--- config.mk ---
export PLATFORM = sky130hd
export DESIGN_NAME = array_pe_datapath
export DESIGN_NICKNAME = d
export VERILOG_FILES = /design/src/inc/arr_pe_pkg.sv /design/src/logic/array_pe_datapath.sv /design/src/logic/barrel_shifter.sv /design/src/logic/carry_prop_adder.sv
export SDC_FILE = /design/constraint.sdc
export NUM_CORES = 2
export LEC_CHECK = 0
export BUFFER_PORTS_ARGS = -buffer_cell sky130_fd_sc_hd__buf_4
export CAP_MARGIN = 20
export CORE_MARGIN = 2
export CORE_UTILIZATION = 55
export CTS_CLUSTER_DIAMETER = 60
export DETAILED_ROUTE_END_ITERATION = 12
export PLACE_DENSITY = 0.79
export SYNTH_ARGS = -nofsm -noshare
export SYNTH_HDL_FRONTEND = slang
export SYNTH_SLANG_ARGS = --single-unit
--- constraint.sdc ---
create_clock -name sys_clk -period 25.4 [get_ports sys_clk]
set_clock_uncertainty 0.05 [all_clocks]
set_input_delay 0 -clock sys_clk [delete_from_list [all_inputs] [get_ports sys_clk]]
set_output_delay 0 -clock sys_clk [all_outputs]
set_load 0.05 [all_outputs]
--- src/inc/arr_pe_pkg.sv ---
package arr_pe_pkg;
   localparam int WORD_W = 64;
   localparam int IDX_W = 16;
   localparam int MODE_W = 8;
   localparam int AMT_W = 6;
   localparam int BYTE_W = 8;
   localparam int HALF_W = 32;
   localparam int LANES = 8;
   localparam int MUL_BITS = 8;
   localparam int MANT64_W = 48;
   localparam int MANT32_W = 24;
   // word bits under each enable bit
   localparam logic [63:0] OUTER_MASK = 64'hFFFF_FF00_0000_00FF;
   localparam logic [63:0] INNER_MASK = 64'h0000_00FF_FFFF_FF00;
   localparam logic [63:0] MANT64_MASK = 64'h0000_FFFF_FFFF_FFFF;
   localparam logic [63:0] MANT32_MASK = 64'h0000_0000_00FF_FFFF;
   // mode bit positions
   localparam int M_OUTER = 0;
   localparam int M_INNER = 1;
   localparam int M_OVF = 2;
   localparam int M_UNF = 3;
   localparam int M_TEST = 4;
   localparam logic [7:0] MODE_RST = 8'h03;
   // carry break below each byte lane
   localparam logic [7:0] BRK_BYTE = 8'hFE;
   localparam logic [7:0] BRK_HALF = 8'h10;
   localparam logic [7:0] BRK_WORD = 8'h00;

   typedef enum logic [1:0] {FMT_WORD, FMT_HALF, FMT_BYTE} fmt_e;
   typedef enum logic [2:0] {A_HOLD, A_SUM, A_SHIFT, A_B, A_R, A_LOGIC} aSrc_e;
   typedef enum logic [2:0] {B_HOLD, B_EXT, B_A, B_R, B_INDEX} bSrc_e;
   typedef enum logic [1:0] {R_HOLD, R_ROUTE, R_A, R_B} rSrc_e;
   typedef enum logic [1:0] {ADA_X, ADA_S, ADA_OSG} adaIn_e;
   typedef enum logic [1:0] {AMT_ADA, AMT_FIXED, AMT_LOD} amt_e;
   typedef enum logic [2:0] {CPA_ADD, CPA_SUB, CPA_SIGNED, CPA_CSA, CPA_MANT} cpaOp_e;
   typedef enum logic [1:0] {LG_AND, LG_OR, LG_XOR, LG_NOT} logic_e;
   typedef enum logic [1:0] {T_EQ, T_LT, T_ZERO, T_NEG} test_e;

   // decoded enables from the sequencer, one cycle's worth
   typedef struct packed {
      fmt_e fmt;
      aSrc_e aSrc;
      bSrc_e bSrc;
      rSrc_e rSrc;
      logic cLoad;
      logic sLoad;
      logic xLoad;
      logic marLoad;
      adaIn_e adaIn;
      logic osgFromB;
      logic [15:0] imm;
      cpaOp_e cpaOp;
      logic shLeft;
      logic shAround;
      logic shFromB;
      amt_e amtSrc;
      logic [5:0] shFixed;
      logic mulStep;
      logic_e lgOp;
      logic testWr;
      test_e testOp;
      logic [1:0] testIdx;
      logic modeWr;
      logic modeRd;
      logic [2:0] modeIdx;
   } ctrl_s;
endpackage : arr_pe_pkg

--- src/logic/array_pe_datapath.sv ---
`timescale 1ns/1ns
module array_pe_datapath (
   input wire logic sys_clk,
   input wire logic rst,
   input wire arr_pe_pkg::ctrl_s ctrl,
   input wire logic modeIn,
   input wire logic [arr_pe_pkg::WORD_W-1:0] extDataIn,
   input wire logic [arr_pe_pkg::WORD_W-1:0] routeIn,
   output logic [arr_pe_pkg::WORD_W-1:0] extDataOut,
   output logic [arr_pe_pkg::WORD_W-1:0] routeOut,
   output logic [arr_pe_pkg::IDX_W-1:0] memAddr,
   output logic [1:0] memLaneEn,
   output logic modeOut,
   output logic [arr_pe_pkg::AMT_W-1:0] expCorr
);
   import arr_pe_pkg::*;

   ////////////////////////////////////////////////////////////////////////
   // helpers

   // byte-lane write mask from the two enable bits
   function automatic logic [63:0] laneMask(input logic [7:0] m);
      laneMask = (m[M_OUTER] ? OUTER_MASK : 64'h0) | (m[M_INNER] ? INNER_MASK : 64'h0);
   endfunction : laneMask

   // keep the enabled part of the new value, the old value elsewhere
   function automatic logic [63:0] merge(input logic [63:0] nv, input logic [63:0] ov,
                                         input logic [63:0] msk);
      merge = (nv & msk) | (ov & ~msk);
   endfunction : merge

   // one 3:2 carry-save layer, carry packed in the upper word
   function automatic logic [127:0] carry_save_adders(input logic [63:0] x, input logic [63:0] y,
                                        input logic [63:0] z);
      logic [63:0] maj;
      maj = (x & y) | (x & z) | (y & z);
      carry_save_adders = {maj << 1, x ^ y ^ z};
   endfunction : carry_save_adders

   // leading zeros of the mantissa field, 24 or 48 bits wide
   function automatic logic [5:0] lzc(input logic [47:0] v, input logic half);
      logic found;
      logic [5:0] n;
      found = 1'b0;
      n = 6'h00;
      for (int i = MANT64_W - 1; i >= 0; i--) begin
         if ((!half || i < MANT32_W) && !found) begin
            if (v[i]) begin
               found = 1'b1;
            end else begin
               n = n + 6'h01;
            end
         end
      end
      lzc = n;
   endfunction : lzc

   ////////////////////////////////////////////////////////////////////////
   // state

   ctrl_s cq;
   logic modeInQ;
   logic [63:0] aQ;
   logic [63:0] bQ;
   logic [63:0] cQ;
   logic [63:0] rQ;
   logic [63:0] sQ;
   logic [15:0] xQ;
   logic [15:0] marQ;
   logic [7:0] modeQ;
   logic modeOutQ;
   logic [5:0] expQ;

   logic [63:0] aD;
   logic [63:0] bD;
   logic [63:0] cD;
   logic [63:0] rD;
   logic [63:0] sD;
   logic [15:0] xD;
   logic [15:0] marD;
   logic [7:0] modeD;

   // retime controls
   // the sequencer's wires can be long; one register stage keeps the
   // whole element on a single clean edge at the cost of a cycle
   always_ff @(posedge sys_clk) begin
      if (rst) begin
         cq <= '0;
         modeInQ <= 1'b0;
      end else begin
         cq <= ctrl;
         modeInQ <= modeIn;
      end
   end

   ////////////////////////////////////////////////////////////////////////
   // local enable modification

   logic [63:0] wrMask;
   logic isHalf;
   logic [63:0] mantMask;
   logic subtract;

   assign wrMask = laneMask(modeQ);
   assign isHalf = (cq.fmt == FMT_HALF);
   assign mantMask = isHalf ? MANT32_MASK : MANT64_MASK;
   assign subtract = (cq.cpaOp == CPA_SUB) || ((cq.cpaOp == CPA_SIGNED) && (aQ[63] ^ bQ[63]));

   ////////////////////////////////////////////////////////////////////////
   // address adder

   logic [15:0] operand_select_gates;
   logic [15:0] adaA;
   logic [15:0] adaB;
   logic [15:0] adaSum;

   assign operand_select_gates = cq.osgFromB ? bQ[15:0] : cq.imm;
   assign adaA = (cq.adaIn == ADA_X) ? xQ : ((cq.adaIn == ADA_S) ? sQ[15:0] : operand_select_gates);
   // the displacement indexes X or S; an operand alone goes through unchanged
   assign adaB = (cq.adaIn == ADA_OSG) ? 16'h0000 : cq.imm;
   assign adaSum = adaA + adaB;

   ////////////////////////////////////////////////////////////////////////
   // carry propagate adder

   logic [63:0] cpaA;
   logic [63:0] cpaB;
   logic [63:0] cpaSum;
   logic [63:0] cpaCy;
   logic [7:0] brk;
   logic isMant;
   logic ovf;

   assign isMant = (cq.cpaOp == CPA_MANT);
   assign cpaA = isMant ? (aQ & mantMask) : aQ;
   assign cpaB = (cq.cpaOp == CPA_CSA) ? cQ : (isMant ? ((subtract ? ~bQ : bQ) & mantMask)
                                                       : (subtract ? ~bQ : bQ));
   assign brk = isMant ? BRK_WORD : ((cq.fmt == FMT_BYTE) ? BRK_BYTE : (isHalf ? BRK_HALF : BRK_WORD));

   carry_prop_adder u_cpa (
      .opA(cpaA),
      .opB(cpaB),
      .cin(subtract),
      .brk(brk),
      .sum(cpaSum),
      .carries(cpaCy)
   );

   // mantissa carry-out or signed word overflow raises the fault
   assign ovf = isMant ? (isHalf ? cpaCy[MANT32_W-1] : cpaCy[MANT64_W-1])
                       : ((cq.fmt == FMT_WORD) && (cpaA[63] == cpaB[63]) && (cpaSum[63] != cpaA[63]));

   ////////////////////////////////////////////////////////////////////////
   // multiplier step

   logic [63:0] mulSum;
   logic [63:0] mulCar;

   // eight bits per step
   // multiplier in B (low byte), multiplicand in R, running sum and carry
   // in A and C; the final CPA_CSA add resolves them. Only the low word of
   // the product is kept, so callers must range the operands.
   always_comb begin
      logic [127:0] t;
      t = '0;
      mulSum = aQ;
      mulCar = cQ;
      for (int i = 0; i < MUL_BITS; i++) begin
         t = carry_save_adders(mulSum, mulCar, bQ[i] ? (rQ << i) : 64'h0);
         mulSum = t[63:0];
         mulCar = t[127:64];
      end
   end

   ////////////////////////////////////////////////////////////////////////
   // shifting and normalization

   logic [5:0] lodCount;
   logic lodZero;
   logic [5:0] shAmt;
   logic shLeftEff;
   logic [63:0] shOut;

   assign lodCount = lzc(aQ[47:0], isHalf);
   assign lodZero = ((aQ & mantMask) == 64'h0);
   assign shAmt = (cq.amtSrc == AMT_ADA) ? adaSum[5:0] : ((cq.amtSrc == AMT_FIXED) ? cq.shFixed : lodCount);
   assign shLeftEff = cq.shLeft || (cq.amtSrc == AMT_LOD);

   barrel_shifter u_bsw (
      .din(cq.shFromB ? bQ : aQ),
      .amt(shAmt),
      .left(shLeftEff),
      .around(cq.shAround),
      .half(isHalf),
      .dout(shOut)
   );

   ////////////////////////////////////////////////////////////////////////
   // logic unit and tests

   logic [63:0] lgOut;
   logic testBit;

   assign lgOut = (cq.lgOp == LG_AND) ? (aQ & bQ) : ((cq.lgOp == LG_OR) ? (aQ | bQ)
                : ((cq.lgOp == LG_XOR) ? (aQ ^ bQ) : ~aQ));
   assign testBit = (cq.testOp == T_EQ) ? (aQ == bQ) : ((cq.testOp == T_LT) ? ($signed(aQ) < $signed(bQ))
                  : ((cq.testOp == T_ZERO) ? (aQ == 64'h0) : aQ[63]));

   ////////////////////////////////////////////////////////////////////////
   // register next values

   logic [63:0] aNew;

   always_comb begin
      case (cq.aSrc)
         A_SUM: aNew = isMant ? merge(cpaSum, aQ, mantMask) : cpaSum;
         A_SHIFT: aNew = shOut;
         A_B: aNew = bQ;
         A_R: aNew = rQ;
         A_LOGIC: aNew = lgOut;
         default: aNew = aQ;
      endcase
   end

   assign aD = cq.mulStep ? merge(mulSum, aQ, wrMask) : merge(aNew, aQ, wrMask);
   assign sD = cq.sLoad ? merge(aQ, sQ, wrMask) : sQ;
   assign cD = cq.mulStep ? mulCar : (cq.cLoad ? cpaCy : cQ);

   always_comb begin
      case (cq.bSrc)
         B_EXT: bD = extDataIn;
         B_A: bD = aQ;
         B_R: bD = rQ;
         B_INDEX: bD = {48'h0, adaSum};
         default: bD = bQ;
      endcase
      // a multiply step retires the low multiplier byte
      if (cq.mulStep) begin
         bD = bQ >> MUL_BITS;
      end
   end

   always_comb begin
      case (cq.rSrc)
         R_ROUTE: rD = routeIn;
         R_A: rD = aQ;
         R_B: rD = bQ;
         default: rD = rQ;
      endcase
      if (cq.mulStep) begin
         rD = rQ << MUL_BITS;
      end
   end

   assign xD = (cq.xLoad && modeQ[M_OUTER]) ? adaSum : xQ;
   assign marD = cq.marLoad ? adaSum : marQ;

   // sequencer writes
   // the sequencer write goes first so a fault seen in the same cycle
   // still sticks: hardware set wins over a software clear
   always_comb begin
      modeD = modeQ;
      if (cq.modeWr) begin
         modeD[cq.modeIdx] = modeInQ;
      end
      if (cq.testWr) begin
         modeD[M_TEST + int'(cq.testIdx)] = testBit;
      end
      if ((cq.aSrc == A_SUM) && ovf) begin
         modeD[M_OVF] = 1'b1;
      end
      if ((cq.aSrc == A_SHIFT) && (cq.amtSrc == AMT_LOD) && lodZero) begin
         modeD[M_UNF] = 1'b1;
      end
   end

   ////////////////////////////////////////////////////////////////////////
   // registers

   always_ff @(posedge sys_clk) begin
      if (rst) begin
         aQ <= 64'h0;
         bQ <= 64'h0;
         cQ <= 64'h0;
         rQ <= 64'h0;
         sQ <= 64'h0;
         xQ <= 16'h0000;
         marQ <= 16'h0000;
      end else begin
         aQ <= aD;
         bQ <= bD;
         cQ <= cD;
         rQ <= rD;
         sQ <= sD;
         xQ <= xD;
         marQ <= marD;
      end
   end

   always_ff @(posedge sys_clk) begin
      if (rst) begin
         modeQ <= MODE_RST;
         modeOutQ <= 1'b0;
         expQ <= 6'h00;
      end else begin
         modeQ <= modeD;
         if (cq.modeRd) begin
            modeOutQ <= modeQ[cq.modeIdx];
         end
         if (cq.amtSrc == AMT_LOD) begin
            expQ <= lodCount;
         end
      end
   end

   ////////////////////////////////////////////////////////////////////////
   // outputs, all straight from registers

   assign extDataOut = bQ;
   assign routeOut = rQ;
   assign memAddr = marQ;
   assign memLaneEn = modeQ[M_INNER:M_OUTER];
   assign modeOut = modeOutQ;
   assign expCorr = expQ;
endmodule : array_pe_datapath

--- src/logic/barrel_shifter.sv ---
`timescale 1ns/1ns
module barrel_shifter (
   input wire logic [63:0] din,
   input wire logic [5:0] amt,
   input wire logic left,
   input wire logic around,
   input wire logic half,
   output logic [63:0] dout
);
   import arr_pe_pkg::*;

   logic [5:0] rAmt;
   logic [127:0] dbl64;
   logic [63:0] dblLo;
   logic [63:0] dblHi;
   logic [63:0] mask64;
   logic [31:0] mask32;

   // a left shift is a right rotate by the complement amount
   assign rAmt = left ? (~amt + 6'h01) : amt;
   assign dbl64 = {din, din} >> rAmt;
   assign dblLo = {din[31:0], din[31:0]} >> rAmt[4:0];
   assign dblHi = {din[63:32], din[63:32]} >> rAmt[4:0];
   // end-off discards the bits that wrapped round
   assign mask64 = around ? {64{1'b1}} : (left ? ({64{1'b1}} << amt) : ({64{1'b1}} >> amt));
   assign mask32 = around ? {32{1'b1}} : (left ? ({32{1'b1}} << amt[4:0]) : ({32{1'b1}} >> amt[4:0]));
   assign dout = half ? {dblHi[31:0] & mask32, dblLo[31:0] & mask32} : (dbl64[63:0] & mask64);
endmodule : barrel_shifter

--- src/logic/carry_prop_adder.sv ---
`timescale 1ns/1ns
module carry_prop_adder (
   input wire logic [63:0] opA,
   input wire logic [63:0] opB,
   input wire logic cin,
   input wire logic [7:0] brk,
   output logic [63:0] sum,
   output logic [63:0] carries
);
   import arr_pe_pkg::*;

   logic [63:0] gen;
   logic [63:0] prop;
   logic [63:0] cyIn;
   logic [7:0] laneG;
   logic [7:0] laneP;
   logic [7:0] laneC;
   logic c;

   assign gen = opA & opB;
   assign prop = opA ^ opB;

   // bit, lane and word look-ahead; a set brk bit restarts the lane at cin
   always_comb begin
      c = 1'b0;
      for (int k = 0; k < LANES; k++) begin
         laneG[k] = 1'b0;
         laneP[k] = 1'b1;
         for (int i = 0; i < BYTE_W; i++) begin
            laneG[k] = gen[k*BYTE_W+i] | (prop[k*BYTE_W+i] & laneG[k]);
            laneP[k] = laneP[k] & prop[k*BYTE_W+i];
         end
      end
      laneC[0] = cin;
      for (int k = 1; k < LANES; k++) begin
         laneC[k] = brk[k] ? cin : (laneG[k-1] | (laneP[k-1] & laneC[k-1]));
      end
      for (int k = 0; k < LANES; k++) begin
         c = laneC[k];
         for (int i = 0; i < BYTE_W; i++) begin
            cyIn[k*BYTE_W+i] = c;
            c = gen[k*BYTE_W+i] | (prop[k*BYTE_W+i] & c);
            carries[k*BYTE_W+i] = c;
         end
      end
   end

   assign sum = prop ^ cyIn;
endmodule : carry_prop_adder
======== After elaboration in Yosys (flattened, before gate mapping) ========
Index checks and enable logic that the tools add are counted.
operators by class
  order comparisons ....................... 5
  bitwise operators ....................... 374
  shifts and indexed selects .............. 7
  multiplexer cells ....................... 257
  reduce and logical (&&, ||, !) cells .... 71
  equality and inequality tests ........... 29
  add/sub/neg operators ................... 50
operator list
  cell                   count
  $mux W64               25
  $and A63 B63 Y63       24
  $xor A64 B64 Y64       19
  $or A63 B63 Y63        16
  $mux W6                98
  $and A64 B64 Y64       9
  $or A64 B64 Y64        5
  $pmux W64 S5           1
  $add A6 B1 Y6 const B  48
  $pmux W64 S4           1
  $and A64 B48 Y64       3
  $not A64 Y64           3
  $pmux W64 S3           1
  $and A1 B1 Y1          169
  $logic_not A64 Y1      2
  $shr A128 B6 Y64       1
  $shr A64 B5 Y32        2
  $or A1 B1 Y1           120
  $mux W1                112
  $and A32 B32 Y32       2
  $eq A64 B64 Y1         1
  $lt A64 B64 Y1         1
  $mux W16               4
  $mux W32               2
  other kinds (38)       124
storage, ports and cells
  output and inout bits ................... 153
  input port bits ......................... 191
  logic and storage cells ................. 832
  flip-flop bits (word level) ............. 428

======== Depth between registers and ports, before layout ========
  word-level depth ........................ 155
  depth in mapped cells ................... 174

======== Cells and area by module ========
From an unflattened synthesis, not the netlist that was laid out.
unflattened totals
  cells, all modules ...................... 7665
  area, all modules ....................... 62069.5 um2
by module, submodules not included
  module             cells each  seq. area each (um2)  times used  area each (um2)
  array_pe_datapath  6072        7607.3                1           50273.2
  barrel_shifter     1309        0.0                   1           8911.0
  carry_prop_adder   284         0.0                   1           2885.3

======== Worst setup path after synthesis ========
OpenSTA, ideal clock, no wires.
  kind .................................... flip-flop to flip-flop
  start ................................... register with a tool-made name
  end ..................................... register with a tool-made name
  cell stages (with the launch flop) ...... 171
  data arrival time ....................... 26586 ps
  slack ................................... -1331 ps
  data required time ...................... 25255 ps
  buffers on the path ..................... 6
  library setup time ...................... 95 ps
  path through ............................ dfxtp_1 > clkbuf_1 > or2_2 > clkbuf_1 > inv_1 > ha_1 > buf_2 > inv_1 > xnor2_1 > ha_1 > nor2_1 > a211oi_2 > xnor2_1 > o21ai_0 > ha_1 > a21boi_0 > a31oi_1 > xnor2_1 > [... 135 more ...] > nor2_1 > xnor2_1 > nor2_1 > a21oi_1 > clkbuf_1 > ha_1 > o21ai_1 > clkbuf_1 > buf_1 > nand2_1 > nand2_1 > nor2_1 > o31ai_1 > o21a_1 > nand2_1 > a221oi_1 > o21bai_1 > a221oi_1

==> results.md <==
- Detailed-route wire length per cell: 30.8 microns
- Fraction of registers with async set/reset: 0%
- Avg Inst Size Synth: 7.95 sq um
- Fin nets: 9,708
- Slack of the critical path: -2.53 ns
- Top FF cell, synth: dfxtp_1
- Final Hold Violating Endpoints: 0
- RSZ-0062 raised after global routing: yes
- Router iterations before antenna repair: 9
- Routability cong.: 1.13
- Total grt overflow: 0
- Setup_tns: -149.56 ns
- Routed wire length: 313,000 microns
- Layout cells sized above 1: 27.8%
- Ys Warns: 0
- Slowest CP cell: dfxtp_1
- Fin area: 79,900 sq um
- Vias in the first global route: 67,300
- Detailed-route via count: 69,500
- CP arrival: 28.36 ns
- WS Path Type: flip-flop to flip-flop
- Worst-path clk slew: 0.06 ns
- Met1 wire length: 107,000 microns
- Initial DRC Count: 10,200
- Tcrit/Tclk final: 110%
- Post-Syn Nets: 8,658
- Unique masters post-synth: 102
- Most used cell, CP: xnor2_1
- CP Launch Type: flip-flop
- Largest net degree at the start of global routing: 129
- Clock Path Buffers: 3
- CTS sink cnt: 380
- First-pass GRT wire length: 441,000 microns
- Clk_lat worst skew: 0.70 ns
- Area delta synth->final: 32.2%
- Post-Syn Area: 60,500 sq um
- Post-DRT Antenna Nets: 0
- Die ar.: 113,000 sq um
- Multi-input gate area in the final layout: 52,300 sq um
- Post-layout min period: 27.93 ns
- Max-slew violation count: 0
- Synthesized flop and latch total: 380
- Sequential standard cell area: 7660 sq um
- Status: finished with violations
- Setup violators final: 66
- Non-filler cells, final: 10,100
- Max_cap viols: 0
- Initial Util: 55.5%
- Worst slew pin tran: 1.49 ns
- Number of synthesized flops with an enable pin: 0
- Die Width: 336 microns
- Worst setup EP type: flip-flop
- Max Clock Freq: 35.8 MHz
- CTS tree: built
- Critical path fanouts, max: 7
- H-tree depth: 3
- Initial antenna violation count: 20
- Most common cell after layout, fill and taps aside: buf_4
- Layout fillers: 7,931
- Slew HR: 0.753%
- DR top layer: met5
- DRC: 0
- Routed vias/inst: 6.86
- Sequential area share after synthesis: 12.6%
- Cell Rows: 121
- Core Util, Final: 73.3%
- Wire length on met3: 48,500 microns
- Highest-count cells in the layout ignoring fill and taps: buf_4 (1,208), nand2_1 (1,005), nor2_1 (650)
- Post-DP Area: 69,600 sq um
- Core area: 109,000 sq um
- Vert. Die Dim: 336 microns
- Clock root buffer: clkbuf_16
- CTS Buf Count: 69
- Worst stage delay on the critical path: 0.49 ns
- I/O pin cnt: 344
- Tightest Hold Check Type: input pin to flip-flop
- Failing checks: negative setup slack
- Mapped Cells: 7,607
- Worst EP required: 25.83 ns
- DP HPWL: 225,000 microns
- Dpl cells: 9,607
- IO Port Bufs: 343
- Total GRT Usage: 53.1%
- Met2 routed wirelength: 129,000 microns
-- Yosys cell counts, types with 32 or more instances --
cell type	instances	share of area, %
nand2_1	1197	7.4
nor2_1	727	4.5
a21oi_1	612	5.1
fa_1	541	18
inv_1	516	3.2
clkbuf_1	479	3.0
dfxtp_1	380	13
mux2i_1	358	5.9
o21ai_0	328	2.7
ha_1	319	6.6
xnor2_1	231	3.3
mux4_2	199	7.4
and2_1	170	1.8
a211oi_1	158	2.0
nand3_1	131	1.1
nor2b_1	127	1.3
buf_1	96	0.60
o22ai_1	79	0.82
xor2_1	66	0.96
nor3_1	65	0.54
and3_1	57	0.59
a22oi_1	56	0.70
o221ai_1	54	0.78
nand4_1	47	0.49
a31oi_1	45	0.47
o211ai_1	40	0.50
nand2b_1	35	0.36
mux2_2	34	0.63
buf_2	32	0.26
nor4_1	32	0.33
-- metal layers --
metal	track usage (%)	vias up
li1	-	28200
met1	64.9	33100
met2	77.5	6394
met3	20.7	1840
met4	35.2	12
met5	0	-
-- worst max-delay path, delay by kind of cell (launching register included) --
family	cells	cell delay, ns
buffers and inverters	12	1.75
xor gates and xnor gates	23	3.99
DFF	1	0.49
adders and majority gates	24	6.89
and+or+nand+nor	42	4.92
AOI/OAI and AO/OA	49	7.12
muxes	14	2.42
-- cell families after synthesis --
| logic type | after synthesis | share of synthesized area, % |
|---|---|---|
| AND/OR/NAND/NOR | 2684 | 19.7 |
| AO/OA/AOI/OAI | 1626 | 16.5 |
| buffers and inverters | 1132 | 7.12 |
| adder cells (fa/ha/maj) | 861 | 24.5 |
| multiplexers | 592 | 14.0 |
| flip-flops | 380 | 12.6 |
| XOR/XNOR | 332 | 5.55 |
-- through the flow --
stage                     setup slack, ns  hold WS (ns)
final                               -2.53        0.0167
after global routing                -3.88        0.0316
after CTS                           -1.78       0.00153
after detailed placement            -2.64         0.166
after global placement              -2.27         0.160
after floorplan                   0.00749        0.0782
-- timing repair --
action / in CTS / in global routing
hold endpoints to repair: 231 / 0
hold buffers: 215 / 0
resized for setup: 155 / 833
setup buffers: 44 / 139
cloned: 2 / 15
setup endpoints to repair: 65 / 69
pin swaps: 87 / 304
-- worst paths after layout --
path | from | to | slack [ns] | cells past startpoint
max | flip-flop | flip-flop | -2.53 | 164
min | ctrl[44] | cq[44]$_SDFF_PP0_ | 0.02 | 3
min reg2reg | xQ[9]$_SDFFE_PP0P_ | xQ[9]$_SDFFE_PP0P_ | 0.40 | 2
max reg2reg | flip-flop | flip-flop | -2.53 | 164
-- final cells by class --
type / count / share of cell area (%)
multi-input combinational: 6095 / 65.4
antenna: 14 / 0.0438
sequential: 380 / 9.58
tap: 1414 / 2.21
timing repair buffer: 1590 / 17.2
clock buffer: 83 / 2.28
clock inverter: 40 / 0.847
inverter: 521 / 2.45
Power is not shown: default switching activity piles up to over one toggle a cycle in this logic, so the estimate is an artifact.
